File: config.mk
export PLATFORM = sky130hd
export DESIGN_NAME = aoc_config_bank
export DESIGN_NICKNAME = d
export VERILOG_FILES = /design/src/aoc_pattern_gen.v /design/src/aoc_config_bank.v
export VERILOG_INCLUDE_DIRS = /design/src /design/src/src
export SDC_FILE = /design/constraint.sdc
export NUM_CORES = 2
export LEC_CHECK = 0
export BUFFER_PORTS_ARGS = -buffer_cell sky130_fd_sc_hd__buf_4
export CORE_MARGIN = 8
export CORE_UTILIZATION = 35
export DETAILED_ROUTE_END_ITERATION = 7
export GPL_TIMING_DRIVEN = 1
export MAX_ROUTING_LAYER = met4
export PLACE_DENSITY = 0.65
export SYNTH_ARGS = -nofsm -noshare
export SYNTH_HDL_FRONTEND = slang
export SYNTH_HIERARCHICAL = 1
export SYNTH_SLANG_ARGS = --single-unit
File: constraint.sdc
create_clock -name ref_clk_i -period 2.3 [get_ports ref_clk_i]
set_input_delay 0.345 -clock ref_clk_i [delete_from_list [all_inputs] [get_ports ref_clk_i]]
set_output_delay 0.345 -clock ref_clk_i [all_outputs]
set_load 0.02 [all_outputs]
File: src/aoc_defines.vh
// register map, field positions, reset values and pattern codes of the config bank
`ifndef AOC_DEFINES_VH
`define AOC_DEFINES_VH

`define AOC_ADDR_PORT_CFG   13'h000
`define AOC_ADDR_CHIP_ID    13'h001
`define AOC_ADDR_CHIP_GRADE 13'h002
`define AOC_ADDR_INDEX_2    13'h004
`define AOC_ADDR_INDEX_1    13'h005
`define AOC_ADDR_CLK_DIV    13'h00b
`define AOC_ADDR_CHOP       13'h00c
`define AOC_ADDR_TEST_SEL   13'h00d
`define AOC_ADDR_OFFSET     13'h010
`define AOC_ADDR_OUT_FMT    13'h014

`define AOC_RST_PORT_CFG    8'h18
`define AOC_RST_INDEX_2     4'hf
`define AOC_RST_INDEX_1     6'h3f
`define AOC_RST_CLK_DIV     3'h0
`define AOC_RST_TEST_SEL    8'h00
`define AOC_RST_OFFSET      8'h00
`define AOC_RST_OUT_FMT     8'h01

`define AOC_PORT_SRST_HI    5
`define AOC_PORT_SRST_LO    2
`define AOC_CHOP_BIT        2
`define AOC_FMT_TWOS_BIT    0
`define AOC_FMT_INV_BIT     2
`define AOC_FMT_IEEE_BIT    6
`define AOC_TS_LONG_RST_BIT 5
`define AOC_TS_SHRT_RST_BIT 4

`define AOC_TM_OFF          4'h0
`define AOC_TM_MIDSCALE     4'h1
`define AOC_TM_POS_FULL     4'h2
`define AOC_TM_NEG_FULL     4'h3
`define AOC_TM_CHECKER      4'h4
`define AOC_TM_PN_LONG      4'h5
`define AOC_TM_PN_SHORT     4'h6
`define AOC_TM_WORD_TOGGLE  4'h7
`define AOC_TM_USER         4'h8
`define AOC_TM_BIT_TOGGLE   4'h9
`define AOC_TM_SYNC         4'ha
`define AOC_TM_ONE_BIT      4'hb
`define AOC_TM_MIXED        4'hc

`define AOC_US_SINGLE       2'h0
`define AOC_US_ALT          2'h1
`define AOC_US_SINGLE_ONCE  2'h2
`define AOC_US_ALT_ONCE     2'h3

`define AOC_WORD_MID        12'h800
`define AOC_WORD_ONES       12'hfff
`define AOC_WORD_ZEROS      12'h000
`define AOC_WORD_CHK_A      12'haaa
`define AOC_WORD_CHK_B      12'h555
`define AOC_WORD_SYNC       12'h03f
`define AOC_WORD_MIXED      12'ha33

`endif

File: src/aoc_pattern_gen.v
// one channel of output test pattern generation and data formatting
`timescale 1ns/100ps
`default_nettype none
`include "aoc_defines.vh"

module aoc_pattern_gen (
  // clock and reset
  input  wire        ref_clk_i,
  input  wire        rst_n_i,
  // sample timing
  input  wire        sample_en_i,
  // configuration
  input  wire [3:0]  test_sel_i,
  input  wire [1:0]  user_seq_i,
  input  wire        pn_long_rst_i,
  input  wire        pn_short_rst_i,
  input  wire        invert_i,
  input  wire        twos_i,
  input  wire [7:0]  offset_i,
  // data
  input  wire [11:0] conv_i,
  input  wire [11:0] user_a_i,
  input  wire [11:0] user_b_i,
  output reg  [11:0] data_o
);

  reg  [22:0] pn_long_q;
  reg  [8:0]  pn_short_q;
  reg         toggle_q;
  reg  [1:0]  user_cnt_q;
  reg  [11:0] word_d;
  reg  [11:0] user_w;
  wire [11:0] trimmed;

  assign trimmed = conv_i + {{4{offset_i[7]}}, offset_i};

  // ----------------------------------------------------------------
  // sequence state
  // ----------------------------------------------------------------
  always @(posedge ref_clk_i or negedge rst_n_i) begin
    if (!rst_n_i) begin
      pn_long_q  <= 23'h7fffff;
      pn_short_q <= 9'h1ff;
      toggle_q   <= 1'b0;
      user_cnt_q <= 2'h0;
    end else begin
      // generator restarts
      if (pn_long_rst_i) begin
        pn_long_q <= 23'h7fffff;
      end else if (sample_en_i) begin
        // order 23 sequence
        pn_long_q <= {pn_long_q[21:0], pn_long_q[22] ^ pn_long_q[17]};
      end
      if (pn_short_rst_i) begin
        pn_short_q <= 9'h1ff;
      end else if (sample_en_i) begin
        // order 9 sequence
        pn_short_q <= {pn_short_q[7:0], pn_short_q[8] ^ pn_short_q[4]};
      end
      if (sample_en_i) begin
        toggle_q <= ~toggle_q;
      end
      if (test_sel_i != `AOC_TM_USER) begin
        user_cnt_q <= 2'h0;
      end else if (sample_en_i && user_cnt_q != 2'h3) begin
        user_cnt_q <= user_cnt_q + 2'h1;
      end
    end
  end

  // user pattern sequencing
  always @* begin
    case (user_seq_i)
      `AOC_US_SINGLE:      user_w = user_a_i;
      `AOC_US_ALT:         user_w = toggle_q ? user_b_i : user_a_i;
      `AOC_US_SINGLE_ONCE: user_w = (user_cnt_q == 2'h0) ? user_a_i : `AOC_WORD_ZEROS;
      `AOC_US_ALT_ONCE:    user_w = (user_cnt_q == 2'h0) ? user_a_i :
                                    (user_cnt_q == 2'h1) ? user_b_i : `AOC_WORD_ZEROS;
      default:             user_w = user_a_i;
    endcase
  end

  // ----------------------------------------------------------------
  // pattern select
  // ----------------------------------------------------------------
  always @* begin
    case (test_sel_i)
      // normal data, fixed words and pseudorandom sequences
      `AOC_TM_OFF:         word_d = {trimmed[11] ^ twos_i, trimmed[10:0]};
      `AOC_TM_MIDSCALE:    word_d = `AOC_WORD_MID;
      `AOC_TM_POS_FULL:    word_d = `AOC_WORD_ONES;
      `AOC_TM_NEG_FULL:    word_d = `AOC_WORD_ZEROS;
      `AOC_TM_CHECKER:     word_d = toggle_q ? `AOC_WORD_CHK_B : `AOC_WORD_CHK_A;
      `AOC_TM_PN_LONG:     word_d = pn_long_q[11:0];
      `AOC_TM_PN_SHORT:    word_d = {pn_short_q[8:0], 3'h0};
      // ones and zeros words
      `AOC_TM_WORD_TOGGLE: word_d = toggle_q ? `AOC_WORD_ZEROS : `AOC_WORD_ONES;
      // further patterns
      `AOC_TM_USER:        word_d = user_w;
      `AOC_TM_BIT_TOGGLE:  word_d = `AOC_WORD_CHK_A;
      `AOC_TM_SYNC:        word_d = `AOC_WORD_SYNC;
      `AOC_TM_ONE_BIT:     word_d = `AOC_WORD_MID;
      `AOC_TM_MIXED:       word_d = `AOC_WORD_MIXED;
      default:             word_d = `AOC_WORD_ZEROS;
    endcase
  end

  always @(posedge ref_clk_i or negedge rst_n_i) begin
    if (!rst_n_i) begin
      data_o <= 12'h000;
    end else if (sample_en_i) begin
      data_o <= invert_i ? ~word_d : word_d;
    end
  end

endmodule
`default_nettype wire

File: src/aoc_config_bank.v
// serial configured clock divider, test pattern and output format bank, eight channels
// Contract
// sample clock divided by the 3-bit ratio field plus one, 1 to 8.
// per-channel 4-bit selector; 0000 data, 0001-0100 fixed midscale, full scale, checkerboard.
// selector 0101 drives the order-23 long pseudorandom sequence.
// selector 0110 drives the order-9 short pseudorandom sequence.
// selector 0111 alternates all-ones and all-zeros words per sample.
// codes 1000-1100: user, bit toggle, sync, one bit high, mixed frequency.
// 2-bit user sequencing in user mode; two bits restart the generators.
// per-channel writes reach only channels selected in both index registers; the code takes channels 7-4 from index 2 and 3-0 from index 1 bits 3:0.
// read with several channels selected returns the first selected channel.
// soft reset bit restores all registers to defaults and clears itself.
`timescale 1ns/100ps
`default_nettype none
`include "aoc_defines.vh"

module aoc_config_bank #(
  parameter [7:0] CHIP_ID    = 8'h5a,  // arbitrary value
  parameter [7:0] CHIP_GRADE = 8'h00   // arbitrary value
) (
  // clock and reset
  input  wire        ref_clk_i,
  input  wire        rst_n_i,
  // serial configuration port
  input  wire        spi_sclk_i,
  input  wire        spi_csb_n_i,
  input  wire        spi_sdio_i,
  output reg         spi_sdio_o,
  output reg         spi_sdio_oe_o,
  // conversion data and user words
  input  wire [95:0] conv_i,
  input  wire [11:0] user_a_i,
  input  wire [11:0] user_b_i,
  // outputs
  output reg         sample_en_o,
  output wire [95:0] data_o,
  output reg         chop_en_o,
  output reg         lvds_reduced_o
);

  localparam ST_IDLE  = 2'h0;
  localparam ST_INSTR = 2'h1;
  localparam ST_DATA  = 2'h2;

  // ----------------------------------------------------------------
  // pin synchronisers
  // ----------------------------------------------------------------
  reg [1:0] sclk_s_q;
  reg [1:0] csb_s_q;
  reg [1:0] sdio_s_q;
  reg       sclk_d1_q;
  wire      sclk_rise = sclk_s_q[1] & ~sclk_d1_q;
  wire      sclk_fall = ~sclk_s_q[1] & sclk_d1_q;

  always @(posedge ref_clk_i or negedge rst_n_i) begin
    if (!rst_n_i) begin
      sclk_s_q  <= 2'h0;
      csb_s_q   <= 2'h3;
      sdio_s_q  <= 2'h0;
      sclk_d1_q <= 1'b0;
    end else begin
      sclk_s_q  <= {sclk_s_q[0], spi_sclk_i};
      csb_s_q   <= {csb_s_q[0], spi_csb_n_i};
      sdio_s_q  <= {sdio_s_q[0], spi_sdio_i};
      sclk_d1_q <= sclk_s_q[1];
    end
  end

  // ----------------------------------------------------------------
  // registers
  // ----------------------------------------------------------------
  reg [7:0]  port_cfg_q;
  reg [3:0]  index2_q;
  reg [5:0]  index1_q;
  reg [2:0]  clk_div_q;
  reg        chop_q;
  reg [1:0]  pn_rst_q;
  reg [7:0]  out_fmt_q;
  reg [63:0] test_sel_q;
  reg [63:0] offset_q;
  reg [7:0]  invert_q;

  // serial engine state
  reg [1:0]  state_q;
  reg [3:0]  bit_cnt_q;
  reg [15:0] instr_q;
  reg [12:0] addr_q;
  reg [7:0]  wr_sh_q;
  reg        load_q;
  reg        skip_q;
  reg [7:0]  rd_sh_q;

  wire       is_read  = instr_q[15];
  wire [7:0] wr_byte  = {wr_sh_q[6:0], sdio_s_q[1]};
  wire [7:0] chan_sel = {index2_q, index1_q[3:0]};
  wire       byte_end = (state_q == ST_DATA) && sclk_rise && (bit_cnt_q == 4'h7);
  wire       wr_now   = byte_end && !is_read;

  // first selected channel answers reads
  reg [2:0] rd_ch;
  integer   k;
  always @* begin
    rd_ch = 3'h0;
    for (k = 7; k >= 0; k = k - 1) begin
      if (chan_sel[k]) begin
        rd_ch = k[2:0];
      end
    end
  end

  reg [7:0] rd_data;
  always @* begin
    case (addr_q)
      `AOC_ADDR_PORT_CFG:   rd_data = port_cfg_q;
      `AOC_ADDR_CHIP_ID:    rd_data = CHIP_ID;
      `AOC_ADDR_CHIP_GRADE: rd_data = CHIP_GRADE;
      `AOC_ADDR_INDEX_2:    rd_data = {4'h0, index2_q};
      `AOC_ADDR_INDEX_1:    rd_data = {2'h0, index1_q};
      `AOC_ADDR_CLK_DIV:    rd_data = {5'h00, clk_div_q};
      `AOC_ADDR_CHOP:       rd_data = {5'h00, chop_q, 2'h0};
      `AOC_ADDR_TEST_SEL:   rd_data = {test_sel_q[rd_ch*8+7 -: 2], pn_rst_q,
                                       test_sel_q[rd_ch*8+3 -: 4]};
      `AOC_ADDR_OFFSET:     rd_data = offset_q[rd_ch*8 +: 8];
      `AOC_ADDR_OUT_FMT:    rd_data = {1'b0, out_fmt_q[6], 3'h0, invert_q[rd_ch],
                                       1'b0, out_fmt_q[0]};
      default:              rd_data = 8'h00;
    endcase
  end

  // ----------------------------------------------------------------
  // serial protocol engine
  // ----------------------------------------------------------------
  always @(posedge ref_clk_i or negedge rst_n_i) begin
    if (!rst_n_i) begin
      state_q       <= ST_IDLE;
      bit_cnt_q     <= 4'h0;
      instr_q       <= 16'h0000;
      addr_q        <= 13'h0000;
      wr_sh_q       <= 8'h00;
      load_q        <= 1'b0;
      skip_q        <= 1'b0;
      rd_sh_q       <= 8'h00;
      spi_sdio_o    <= 1'b0;
      spi_sdio_oe_o <= 1'b0;
    end else if (csb_s_q[1]) begin
      state_q       <= ST_INSTR;
      bit_cnt_q     <= 4'h0;
      load_q        <= 1'b0;
      skip_q        <= 1'b0;
      spi_sdio_oe_o <= 1'b0;
    end else begin
      load_q <= 1'b0;
      if (load_q) begin
        rd_sh_q       <= rd_data;
        spi_sdio_o    <= rd_data[7];
        spi_sdio_oe_o <= 1'b1;
        skip_q        <= 1'b1;
      end
      if (sclk_fall && spi_sdio_oe_o) begin
        if (skip_q) begin
          skip_q <= 1'b0;
        end else begin
          spi_sdio_o <= rd_sh_q[6];
          rd_sh_q    <= {rd_sh_q[6:0], 1'b0};
        end
      end
      case (state_q)
        ST_INSTR: begin
          if (sclk_rise) begin
            instr_q   <= {instr_q[14:0], sdio_s_q[1]};
            bit_cnt_q <= bit_cnt_q + 4'h1;
            if (bit_cnt_q == 4'hf) begin
              state_q   <= ST_DATA;
              bit_cnt_q <= 4'h0;
              addr_q    <= {instr_q[11:0], sdio_s_q[1]};
              load_q    <= instr_q[14];
            end
          end
        end
        ST_DATA: begin
          if (sclk_rise) begin
            wr_sh_q   <= wr_byte;
            bit_cnt_q <= bit_cnt_q + 4'h1;
            if (bit_cnt_q == 4'h7) begin
              bit_cnt_q <= 4'h0;
              addr_q    <= addr_q - 13'h0001;
              load_q    <= is_read;
            end
          end
        end
        ST_IDLE: begin
          state_q <= ST_INSTR;
        end
        default: begin
          state_q <= ST_IDLE;
        end
      endcase
    end
  end

  // ----------------------------------------------------------------
  // register writes
  // ----------------------------------------------------------------
  wire soft_rst = wr_now && (addr_q == `AOC_ADDR_PORT_CFG) &&
                  (wr_byte[`AOC_PORT_SRST_HI] || wr_byte[`AOC_PORT_SRST_LO]);
  integer c;

  always @(posedge ref_clk_i or negedge rst_n_i) begin
    if (!rst_n_i) begin
      port_cfg_q <= `AOC_RST_PORT_CFG;
      index2_q   <= `AOC_RST_INDEX_2;
      index1_q   <= `AOC_RST_INDEX_1;
      clk_div_q  <= `AOC_RST_CLK_DIV;
      chop_q     <= 1'b0;
      pn_rst_q   <= 2'h0;
      out_fmt_q  <= `AOC_RST_OUT_FMT;
      test_sel_q <= {8{`AOC_RST_TEST_SEL}};
      offset_q   <= {8{`AOC_RST_OFFSET}};
      invert_q   <= 8'h00;
    end else if (soft_rst) begin
      // soft reset restores defaults, bit self clears
      port_cfg_q <= `AOC_RST_PORT_CFG;
      index2_q   <= `AOC_RST_INDEX_2;
      index1_q   <= `AOC_RST_INDEX_1;
      clk_div_q  <= `AOC_RST_CLK_DIV;
      chop_q     <= 1'b0;
      pn_rst_q   <= 2'h0;
      out_fmt_q  <= `AOC_RST_OUT_FMT;
      test_sel_q <= {8{`AOC_RST_TEST_SEL}};
      offset_q   <= {8{`AOC_RST_OFFSET}};
      invert_q   <= 8'h00;
    end else if (wr_now) begin
      case (addr_q)
        `AOC_ADDR_PORT_CFG: port_cfg_q <= {1'b0, wr_byte[6], 4'h3, wr_byte[1], 1'b0};
        `AOC_ADDR_INDEX_2:  index2_q   <= wr_byte[3:0];
        `AOC_ADDR_INDEX_1:  index1_q   <= wr_byte[5:0];
        `AOC_ADDR_CLK_DIV:  clk_div_q  <= wr_byte[2:0];
        `AOC_ADDR_CHOP:     chop_q     <= wr_byte[`AOC_CHOP_BIT];
        `AOC_ADDR_TEST_SEL: pn_rst_q   <= {wr_byte[`AOC_TS_LONG_RST_BIT],
                                           wr_byte[`AOC_TS_SHRT_RST_BIT]};
        `AOC_ADDR_OUT_FMT:  out_fmt_q  <= {1'b0, wr_byte[`AOC_FMT_IEEE_BIT], 5'h00,
                                           wr_byte[`AOC_FMT_TWOS_BIT]};
        default:            port_cfg_q <= port_cfg_q;
      endcase
      // local writes follow the channel index bits
      for (c = 0; c < 8; c = c + 1) begin
        if (chan_sel[c]) begin
          if (addr_q == `AOC_ADDR_TEST_SEL) begin
            test_sel_q[c*8 +: 8] <= {wr_byte[7:6], 2'h0, wr_byte[3:0]};
          end
          if (addr_q == `AOC_ADDR_OFFSET) begin
            offset_q[c*8 +: 8] <= wr_byte;
          end
          if (addr_q == `AOC_ADDR_OUT_FMT) begin
            invert_q[c] <= wr_byte[`AOC_FMT_INV_BIT];
          end
        end
      end
    end
  end

  // ----------------------------------------------------------------
  // sample clock divider and global outputs
  // ----------------------------------------------------------------
  reg [2:0] div_cnt_q;

  always @(posedge ref_clk_i or negedge rst_n_i) begin
    if (!rst_n_i) begin
      div_cnt_q      <= 3'h0;
      sample_en_o    <= 1'b0;
      chop_en_o      <= 1'b0;
      lvds_reduced_o <= 1'b0;
    end else begin
      // divide by ratio plus one
      if (div_cnt_q >= clk_div_q) begin
        div_cnt_q   <= 3'h0;
        sample_en_o <= 1'b1;
      end else begin
        div_cnt_q   <= div_cnt_q + 3'h1;
        sample_en_o <= 1'b0;
      end
      chop_en_o      <= chop_q;
      lvds_reduced_o <= out_fmt_q[`AOC_FMT_IEEE_BIT];
    end
  end

  // ----------------------------------------------------------------
  // per-channel pattern generators
  // ----------------------------------------------------------------
  genvar g;
  generate
    for (g = 0; g < 8; g = g + 1) begin : g_chan
      aoc_pattern_gen u_gen (
        .ref_clk_i      (ref_clk_i),
        .rst_n_i        (rst_n_i),
        .sample_en_i    (sample_en_o),
        .test_sel_i     (test_sel_q[g*8 +: 4]),
        .user_seq_i     (test_sel_q[g*8+6 +: 2]),
        .pn_long_rst_i  (pn_rst_q[1]),
        .pn_short_rst_i (pn_rst_q[0]),
        .invert_i       (invert_q[g]),
        .twos_i         (out_fmt_q[`AOC_FMT_TWOS_BIT]),
        .offset_i       (offset_q[g*8 +: 8]),
        .conv_i         (conv_i[g*12 +: 12]),
        .user_a_i       (user_a_i),
        .user_b_i       (user_b_i),
        .data_o         (data_o[g*12 +: 12])
      );
    end
  endgenerate

endmodule
`default_nettype wire

[Word level (Yosys, flattened, before mapping)]
Index checks and enable logic that the tools add are counted.
Widths: inputs -> output; s select.
Word-level totals
  register bits after elaboration: 610
  input port bits: 125
  output and inout bits: 101
  logic and storage cells: 652
Operators by class
  add/subtract/negate cells: 21
  magnitude comparators: 2
  equal/unequal tests: 156
  shift operators: 3
  mux-type cells: 220
  bitwise operators: 45
  reductions and logical operators: 116
Operators by type and width (number)
  $pmux 12 s11: 8
  $mux 12: 56
  $pmux 12 s4: 8
  $mux 23: 16
  $mux 64: 4
  $mux 8: 26
  $eq 4x4->1 const B: 41
  $mux 9: 16
  $eq 4x3->1 const B: 33
  $add 12x12->12: 8
  $not 12->12: 8
  $reduce_and 3->1: 28
  $pmux 8 s9: 1
  $shiftx 67x8->4: 1
  $shiftx 65x8->2: 1
  $shiftx 64x7->8: 1
  $reduce_bool 2->1: 29
  $mux 13: 4
  $mux 2: 22
  $eq 13x4->1 const B: 3
  $mux 3: 12
  $eq 2x1->1 const B: 17
  $eq 2x2->1 const B: 17
  $logic_not 2->1: 17
  other kinds (38): 186

[Depth between registers and ports, before layout]
  word-level depth: 14
  gate-level depth with buffers: 12
  mapped depth without buffers: 9

[By module]
The synthesis kept the hierarchy.
Modules (own cells, without submodules)
  aoc_pattern_gen at g_chan[1].u_gen ...: times used 6, cells each 369, area each 3565.9 um2, sequential area each 1216.2 um2
  aoc_config_bank: times used 1, cells each 1037, area each 9968.3 um2, sequential area each 5222.5 um2
  aoc_pattern_gen at g_chan[7].u_gen: times used 1, cells each 386, area each 3463.3 um2, sequential area each 1216.2 um2
  aoc_pattern_gen at g_chan[0].u_gen: times used 1, cells each 366, area each 3395.8 um2, sequential area each 1216.2 um2

[Least setup slack after synthesis]
No wires, ideal clock.
  kind: register -> register
  from: register addr_q[4]
  to: register offset_q[31]
  setup time: 0.129 ns
  arrival time: 2.350 ns
  data required time: 2.171 ns
  setup slack: -0.179 ns
  cell stages (with the launch flop): 12
  path buffers: 4
  period minus slack after synthesis: 2.479 ns
  cells stage by stage: dfrtp_1 -> buf_2 -> nor4_4 -> nand3_2 -> nor4_4 -> buf_6 -> nor2_1 -> or3_1 -> buf_2 -> buf_4 -> nand2_1 -> o21ai_2
On the way
  longest elaborated chain between the ends: 5
  elaborated cells between the ends (all ways): 9
  those cells by class: eq/ne: 1; mux: 1; reduce/logical: 7
Ends and longest elaborated chain
  start: declaration: line aoc_config_bank.v:87  | reg [12:0] addr_q;
  start signal: assignment: line aoc_config_bank.v:175  | addr_q <= {instr_q[11:0], sdio_s_q[1]};
  start signal: assignment: line aoc_config_bank.v:186  | addr_q <= addr_q - 13'h0001;
  $logic_not 13->1
  $logic_and 1x1->1 (2 in a row): line aoc_config_bank.v:204  | wire soft_rst = wr_now && (addr_q == `AOC_ADDR_PORT_CFG) &&
  $reduce_bool 2->1 (no line)
  $reduce_and 3->1 (no line)
  end signal: assignment: line aoc_config_bank.v:218  | offset_q <= {8{`AOC_RST_OFFSET}};
  end signal: assignment: line aoc_config_bank.v:230  | offset_q <= {8{`AOC_RST_OFFSET}};
  end signal: indexed assignment: line aoc_config_bank.v:252  | offset_q[c*8 +: 8] <= wr_byte;
  end: declaration: line aoc_config_bank.v:80  | reg [63:0] offset_q;
Several ways; a longest one is shown, not always the timed one.
A chain may end at the register's enable or synchronous reset.

[Worst setup path in the final report]
  from: register bit_cnt_q[0]
  to: register offset_q[44]
On the way
  longest elaborated chain between the ends: 7
  elaborated cells between the ends (all ways): 10
  those cells by class: eq/ne: 1; mux: 1; reduce/logical: 8
Ends and longest elaborated chain
  start: declaration: line aoc_config_bank.v:85  | reg [3:0] bit_cnt_q;
  start signal: assignment: line aoc_config_bank.v:171  | bit_cnt_q <= bit_cnt_q + 4'h1;
  start signal: assignment: line aoc_config_bank.v:183  | bit_cnt_q <= bit_cnt_q + 4'h1;
  $eq 4x3->1 (*): line aoc_config_bank.v:96  | wire byte_end = (state_q == ST_DATA) && sclk_rise && (bit_cnt_q == 4'h7);
  $logic_and 1x1->1 (*): line aoc_config_bank.v:96
  $logic_and 1x1->1 (*): line aoc_config_bank.v:97  | wire wr_now = byte_end && !is_read;
  $logic_and 1x1->1 (2 in a row): line aoc_config_bank.v:204
  $reduce_bool 2->1 (no line)
  $reduce_and 3->1 (no line)
Every way passes the cells marked *; elsewhere a longest branch is shown, timed or not.

==> results.md <==
- Reg2reg setup slack: -0.14 ns
- Final critical delay including setup and external delays: roughly 2.4 ns
- Number of buffers added by the clock tree synthesis step: a little under 70
- Final weighted congestion of routability-driven global placement: just under 1
- Arrival time reported for the critical path endpoint: 2.96 ns
- Worst slew margin relative to its limit: around 53%
- Worst endpoint required time: approximately 2.8 ns
- Final worst setup slack: -0.1377 ns
- Setup repair after global routing missed its margin: true
- Sequential share of the synthesized area: between 30% and 40%
- Remaining number of nets flagged by the antenna check after routing: 0
- Portion of synthesized cell area occupied by the leading cell type: roughly a fifth
- Ratio of routed vias to standard cells: just under 6
- Final slew viol count: 0
- Relative area change from synthesis to final layout: 27.71%
- Fin Hold WS: roughly 0.19 ns
- Violations in the final reports: DRC, setup timing
- Wire length of the first global-routing pass: 208000 µm
- Leakage: roughly 22 nW
- Area of the mapped netlist: roughly 38000 µm²
- Tot GR Track Use: 22.46%
- Number of standard cells in the final layout excluding fillers: roughly 6100
- Clock Pin Slew Worst Setup and Hold Paths: about 0.060 ns
- Detailed router's first-iteration violation count: 3406
- Finish-stage setup viols: around 120
- Yosys warning total: 6
- Die Wd: approximately 350 µm
- Routed vias: 35160
- Number of instances in the synthesized netlist: ~4000
- First-pass iteration count of the detailed router: 8
- Yosys cell types: 97
- Result of the run: finished with violations
- Cell types with the largest area share after synthesis: sky130_fd_sc_hd__dfrtp_1 (21%), sky130_fd_sc_hd__dfstp_2 (19%), sky130_fd_sc_hd__a211o_1 (5.5%)
- Post-detailed-placement half-perimeter wirelength: between 100000 and 150000 µm
- Port Buffers: between 200 and 250
- Critical Path Start Type: flip-flop
- Height of the die: between 300 and 400 µm
- Insertion delay of the later-clocked pin in the worst-skew pair: 0.65 ns
- Synthesized Nets: between 4000 and 5000
- GRT overflow: 0
- Delay of the slowest critical-path stage: approximately 0.44 ns
- Least-Margin Pin Slew: 0.6974 ns
- Critical Path Fanout Max: 8
- Antenna violations before repair: 8
- Worst VDD drop: 0.4738 mV
- Core Region: around 110000 µm²
- Critical path, cell by cell: ha_4 -> nand4b_1 -> or3_4 -> nor4_4 -> buf_6 -> buf_8 -> nor2_1 -> or3_4 -> buf_6 -> nand2_1 -> o21ai_2
- Starting utilization of the core area: a little over a third
- # IOs: ~230
- Routed met1 length: 60700 µm
- Number of synthesized flops with an enable pin: 0
- Cell row count: ~120
- Max Buffers Root-to-Sink: 3
- CTS tree: built
- WL final: 137800 µm
- Cell total after placement: between 5000 and 6000
- Root buffer cell: sky130_fd_sc_hd__clkbuf_16
- Seq cells post-synth: 584
- Biggest area consumer among synthesized cells: sky130_fd_sc_hd__dfrtp_1
- Largest net degree at the start of global routing: between 90 and 100
- Fmax: 410.2 MHz
- CTS H-Tree Depth: 3
- Cell area after layout: roughly 49000 µm²
- Met2 WL: approximately 60000 µm
- Power Dens Cells: a little under 500 nW/µm²
- Async S/R FF share, synth: 100.0%
- Max-cap viol count: 0
- Worst Setup End Kind: flip-flop
- Flip-flop cell with the highest count after synthesis: sky130_fd_sc_hd__dfrtp_1
- Hold WC Path Type: input port to asynchronous set/reset pin
- Share of layout cells above drive strength 1: between 30% and 40%
- Top routing layer used: met4
- Wire length per cell: ~23 µm
- WL met3: 12480 µm
- Die area: ~120000 µm²
- Total number of nets in the final design: 4834
- Fraction of the core area covered by cells at the end of the flow: 44.97%
- Vias in the first global route: between 30000 and 40000
- Mean cell area of the mapped netlist: approximately 9.5 µm²
- Critical path class: flip-flop to flip-flop
- Count of unresolved DRC violations after routing: 12
- Final setup skew: approximately 0.04 ns
- Sink count of the clock tree: roughly 600
- Final number of hold-violating endpoints: 0
- Final worst-path cycle share: 106.0%
- Critical path's slowest cell: sky130_fd_sc_hd__or3_4
- Total cell area at the placement stage: approximately 44000 µm²
[path summary, 6_finish.rpt]
| kind | endpoint | start | depth (start not counted) |
|---|---|---|---|
| max | offset_q[44] | bit_cnt_q[0] | 11 |
| min | g_chan[5].u_gen/user_cnt_q[1] | rst_n_i | 2 |
| max reg2reg | offset_q[44] | bit_cnt_q[0] | 11 |
| min reg2reg | sclk_s_q[1] | sclk_s_q[0] | 0 |
| max in group asynchronous | g_chan[4].u_gen/pn_long_q[5] | rst_n_i | 3 |
| min in group ref_clk_i | g_chan[0].u_gen/data_o[11] | conv_i[11] | 5 |
[synth_stat cells, drive strengths merged, types with 22 or more instances]
library cell  instances
clkbuf              143
o21ai               310
nor3                 81
and2                 51
nand2               326
dfrtp               314
nand3b               44
a211o               241
a22oi                83
a21o                 30
a22o                 49
buf                 113
or3                  29
nand4                48
ha                  125
mux2                 51
mux2i               107
o22ai                31
nor4                 31
and3b                29
xnor2                65
dfstp               270
o221ai               25
a221oi               25
a21oi               127
inv                  80
a211oi               98
nor2b               268
o31ai                22
xor2                 33
nor2                203
nand2b               47
nand3               125
a31oi                32
o211ai               51
[area by class of cell]
type / instances / area (µm²)
Timing Repair Buffer: 754 / 6281
Multi-Input combinational cell: 3082 / 23150
Clock buffer: 100 / 2024
Antenna cell: 10 / 25.02
Tap cell: 1414 / 1769
Inverter: 86 / 322.8
Sequential cell: 584 / 14980
Fill cell: 10240 / 59740
Clock inverter: 25 / 262.8
[per-stage QoR]
stage          setup TNS (ns)  worst slack [ns]  total power [mW]
2_1_floorplan          -2.674          -0.06427             11.40
3_3_place_gp           -20.99           -0.2172             12.46
3_5_place_dp           -26.13           -0.2436             12.48
4_1_cts                -3.986          -0.07619             23.80
5_1_grt                -24.05           -0.2369             24.38
6_report               -10.63           -0.1377             23.58
[layer usage]
| layer | global-route usage [%] | up-vias |
|---|---|---|
| met5 | - | - |
| met4 | 6.968 | 0 |
| met3 | 4.940 | 288 |
| met2 | 33.30 | 1414 |
| met1 | 30.52 | 17280 |
| li1 | - | 16170 |
[critical path: cells and delay by family (launching register included)]
kind / cells / cell delay, ns
AND/OR/NAND/NOR: 6 / 1.25
buffers and inverters: 3 / 0.46
flip-flops: 1 / 0.40
adder cells (fa/ha/maj): 1 / 0.15
AO/OA/AOI/OAI: 1 / 0.06
[flip-flops by register name, summed over array words and instances (netlist names), 7 cells and up]
signal / flops
offset_q: 64
g_chan.u_gen/toggle_q: 8
invert_q: 8
instr_q: 16
g_chan.u_gen/user_cnt_q: 16
test_sel_q: 48
g_chan.u_gen/pn_long_q: 184
addr_q: 13
g_chan.u_gen/pn_short_q: 72
wr_sh_q: 7
rd_sh_q: 7
g_chan.u_gen/data_o: 96
[logic make-up (layout without fill, tap and decap cells)]
| group | after synthesis | after routing | share of synthesized area (%) |
|---|---|---|---|
| multiplexers | 158 | 158 | 4.373 |
| XOR/XNOR | 104 | 104 | 2.599 |
| other | 0 | 10 | 0 |
| AO/OA/AOI/OAI | 1293 | 1293 | 24.59 |
| flip-flops | 584 | 584 | 39.12 |
| adder cells (fa/ha/maj) | 133 | 133 | 4.511 |
| AND/OR/NAND/NOR | 1389 | 1394 | 20.67 |
| buffers and inverters | 342 | 965 | 4.134 |
[what timing repair did]
action	in CTS	in global routing
pin swaps	54	93
cloned	12	5
hold endpoints to repair	106	0
hold buffers	4	0
endpoints found under the setup margin	157	196
resized for setup	166	233
setup buffers	22	16
[cell usage in the layout (no fill, tap or decap), types with 100 or more instances in the layout]
cell	count
sky130_fd_sc_hd__o21ai_0	150
sky130_fd_sc_hd__nor2_1	189
sky130_fd_sc_hd__dfstp_2	270
sky130_fd_sc_hd__nor2b_1	252
sky130_fd_sc_hd__dfrtp_1	295
sky130_fd_sc_hd__nand2_1	300
sky130_fd_sc_hd__mux2i_1	100
sky130_fd_sc_hd__nand3_1	121
sky130_fd_sc_hd__o21ai_1	121
sky130_fd_sc_hd__a211o_1	241
sky130_fd_sc_hd__buf_4	679
[report_power, final]
part	internal [mW]	leakage (nW)	total, mW	switching [mW]
clock	6.59	1.13	11.2	4.59
sequential	10.5	6.88	10.6	0.128
combinational	0.731	14.4	1.81	1.08
total	17.8	22.4	23.6	5.80
Note: power is estimated with default switching activity, not from simulation.
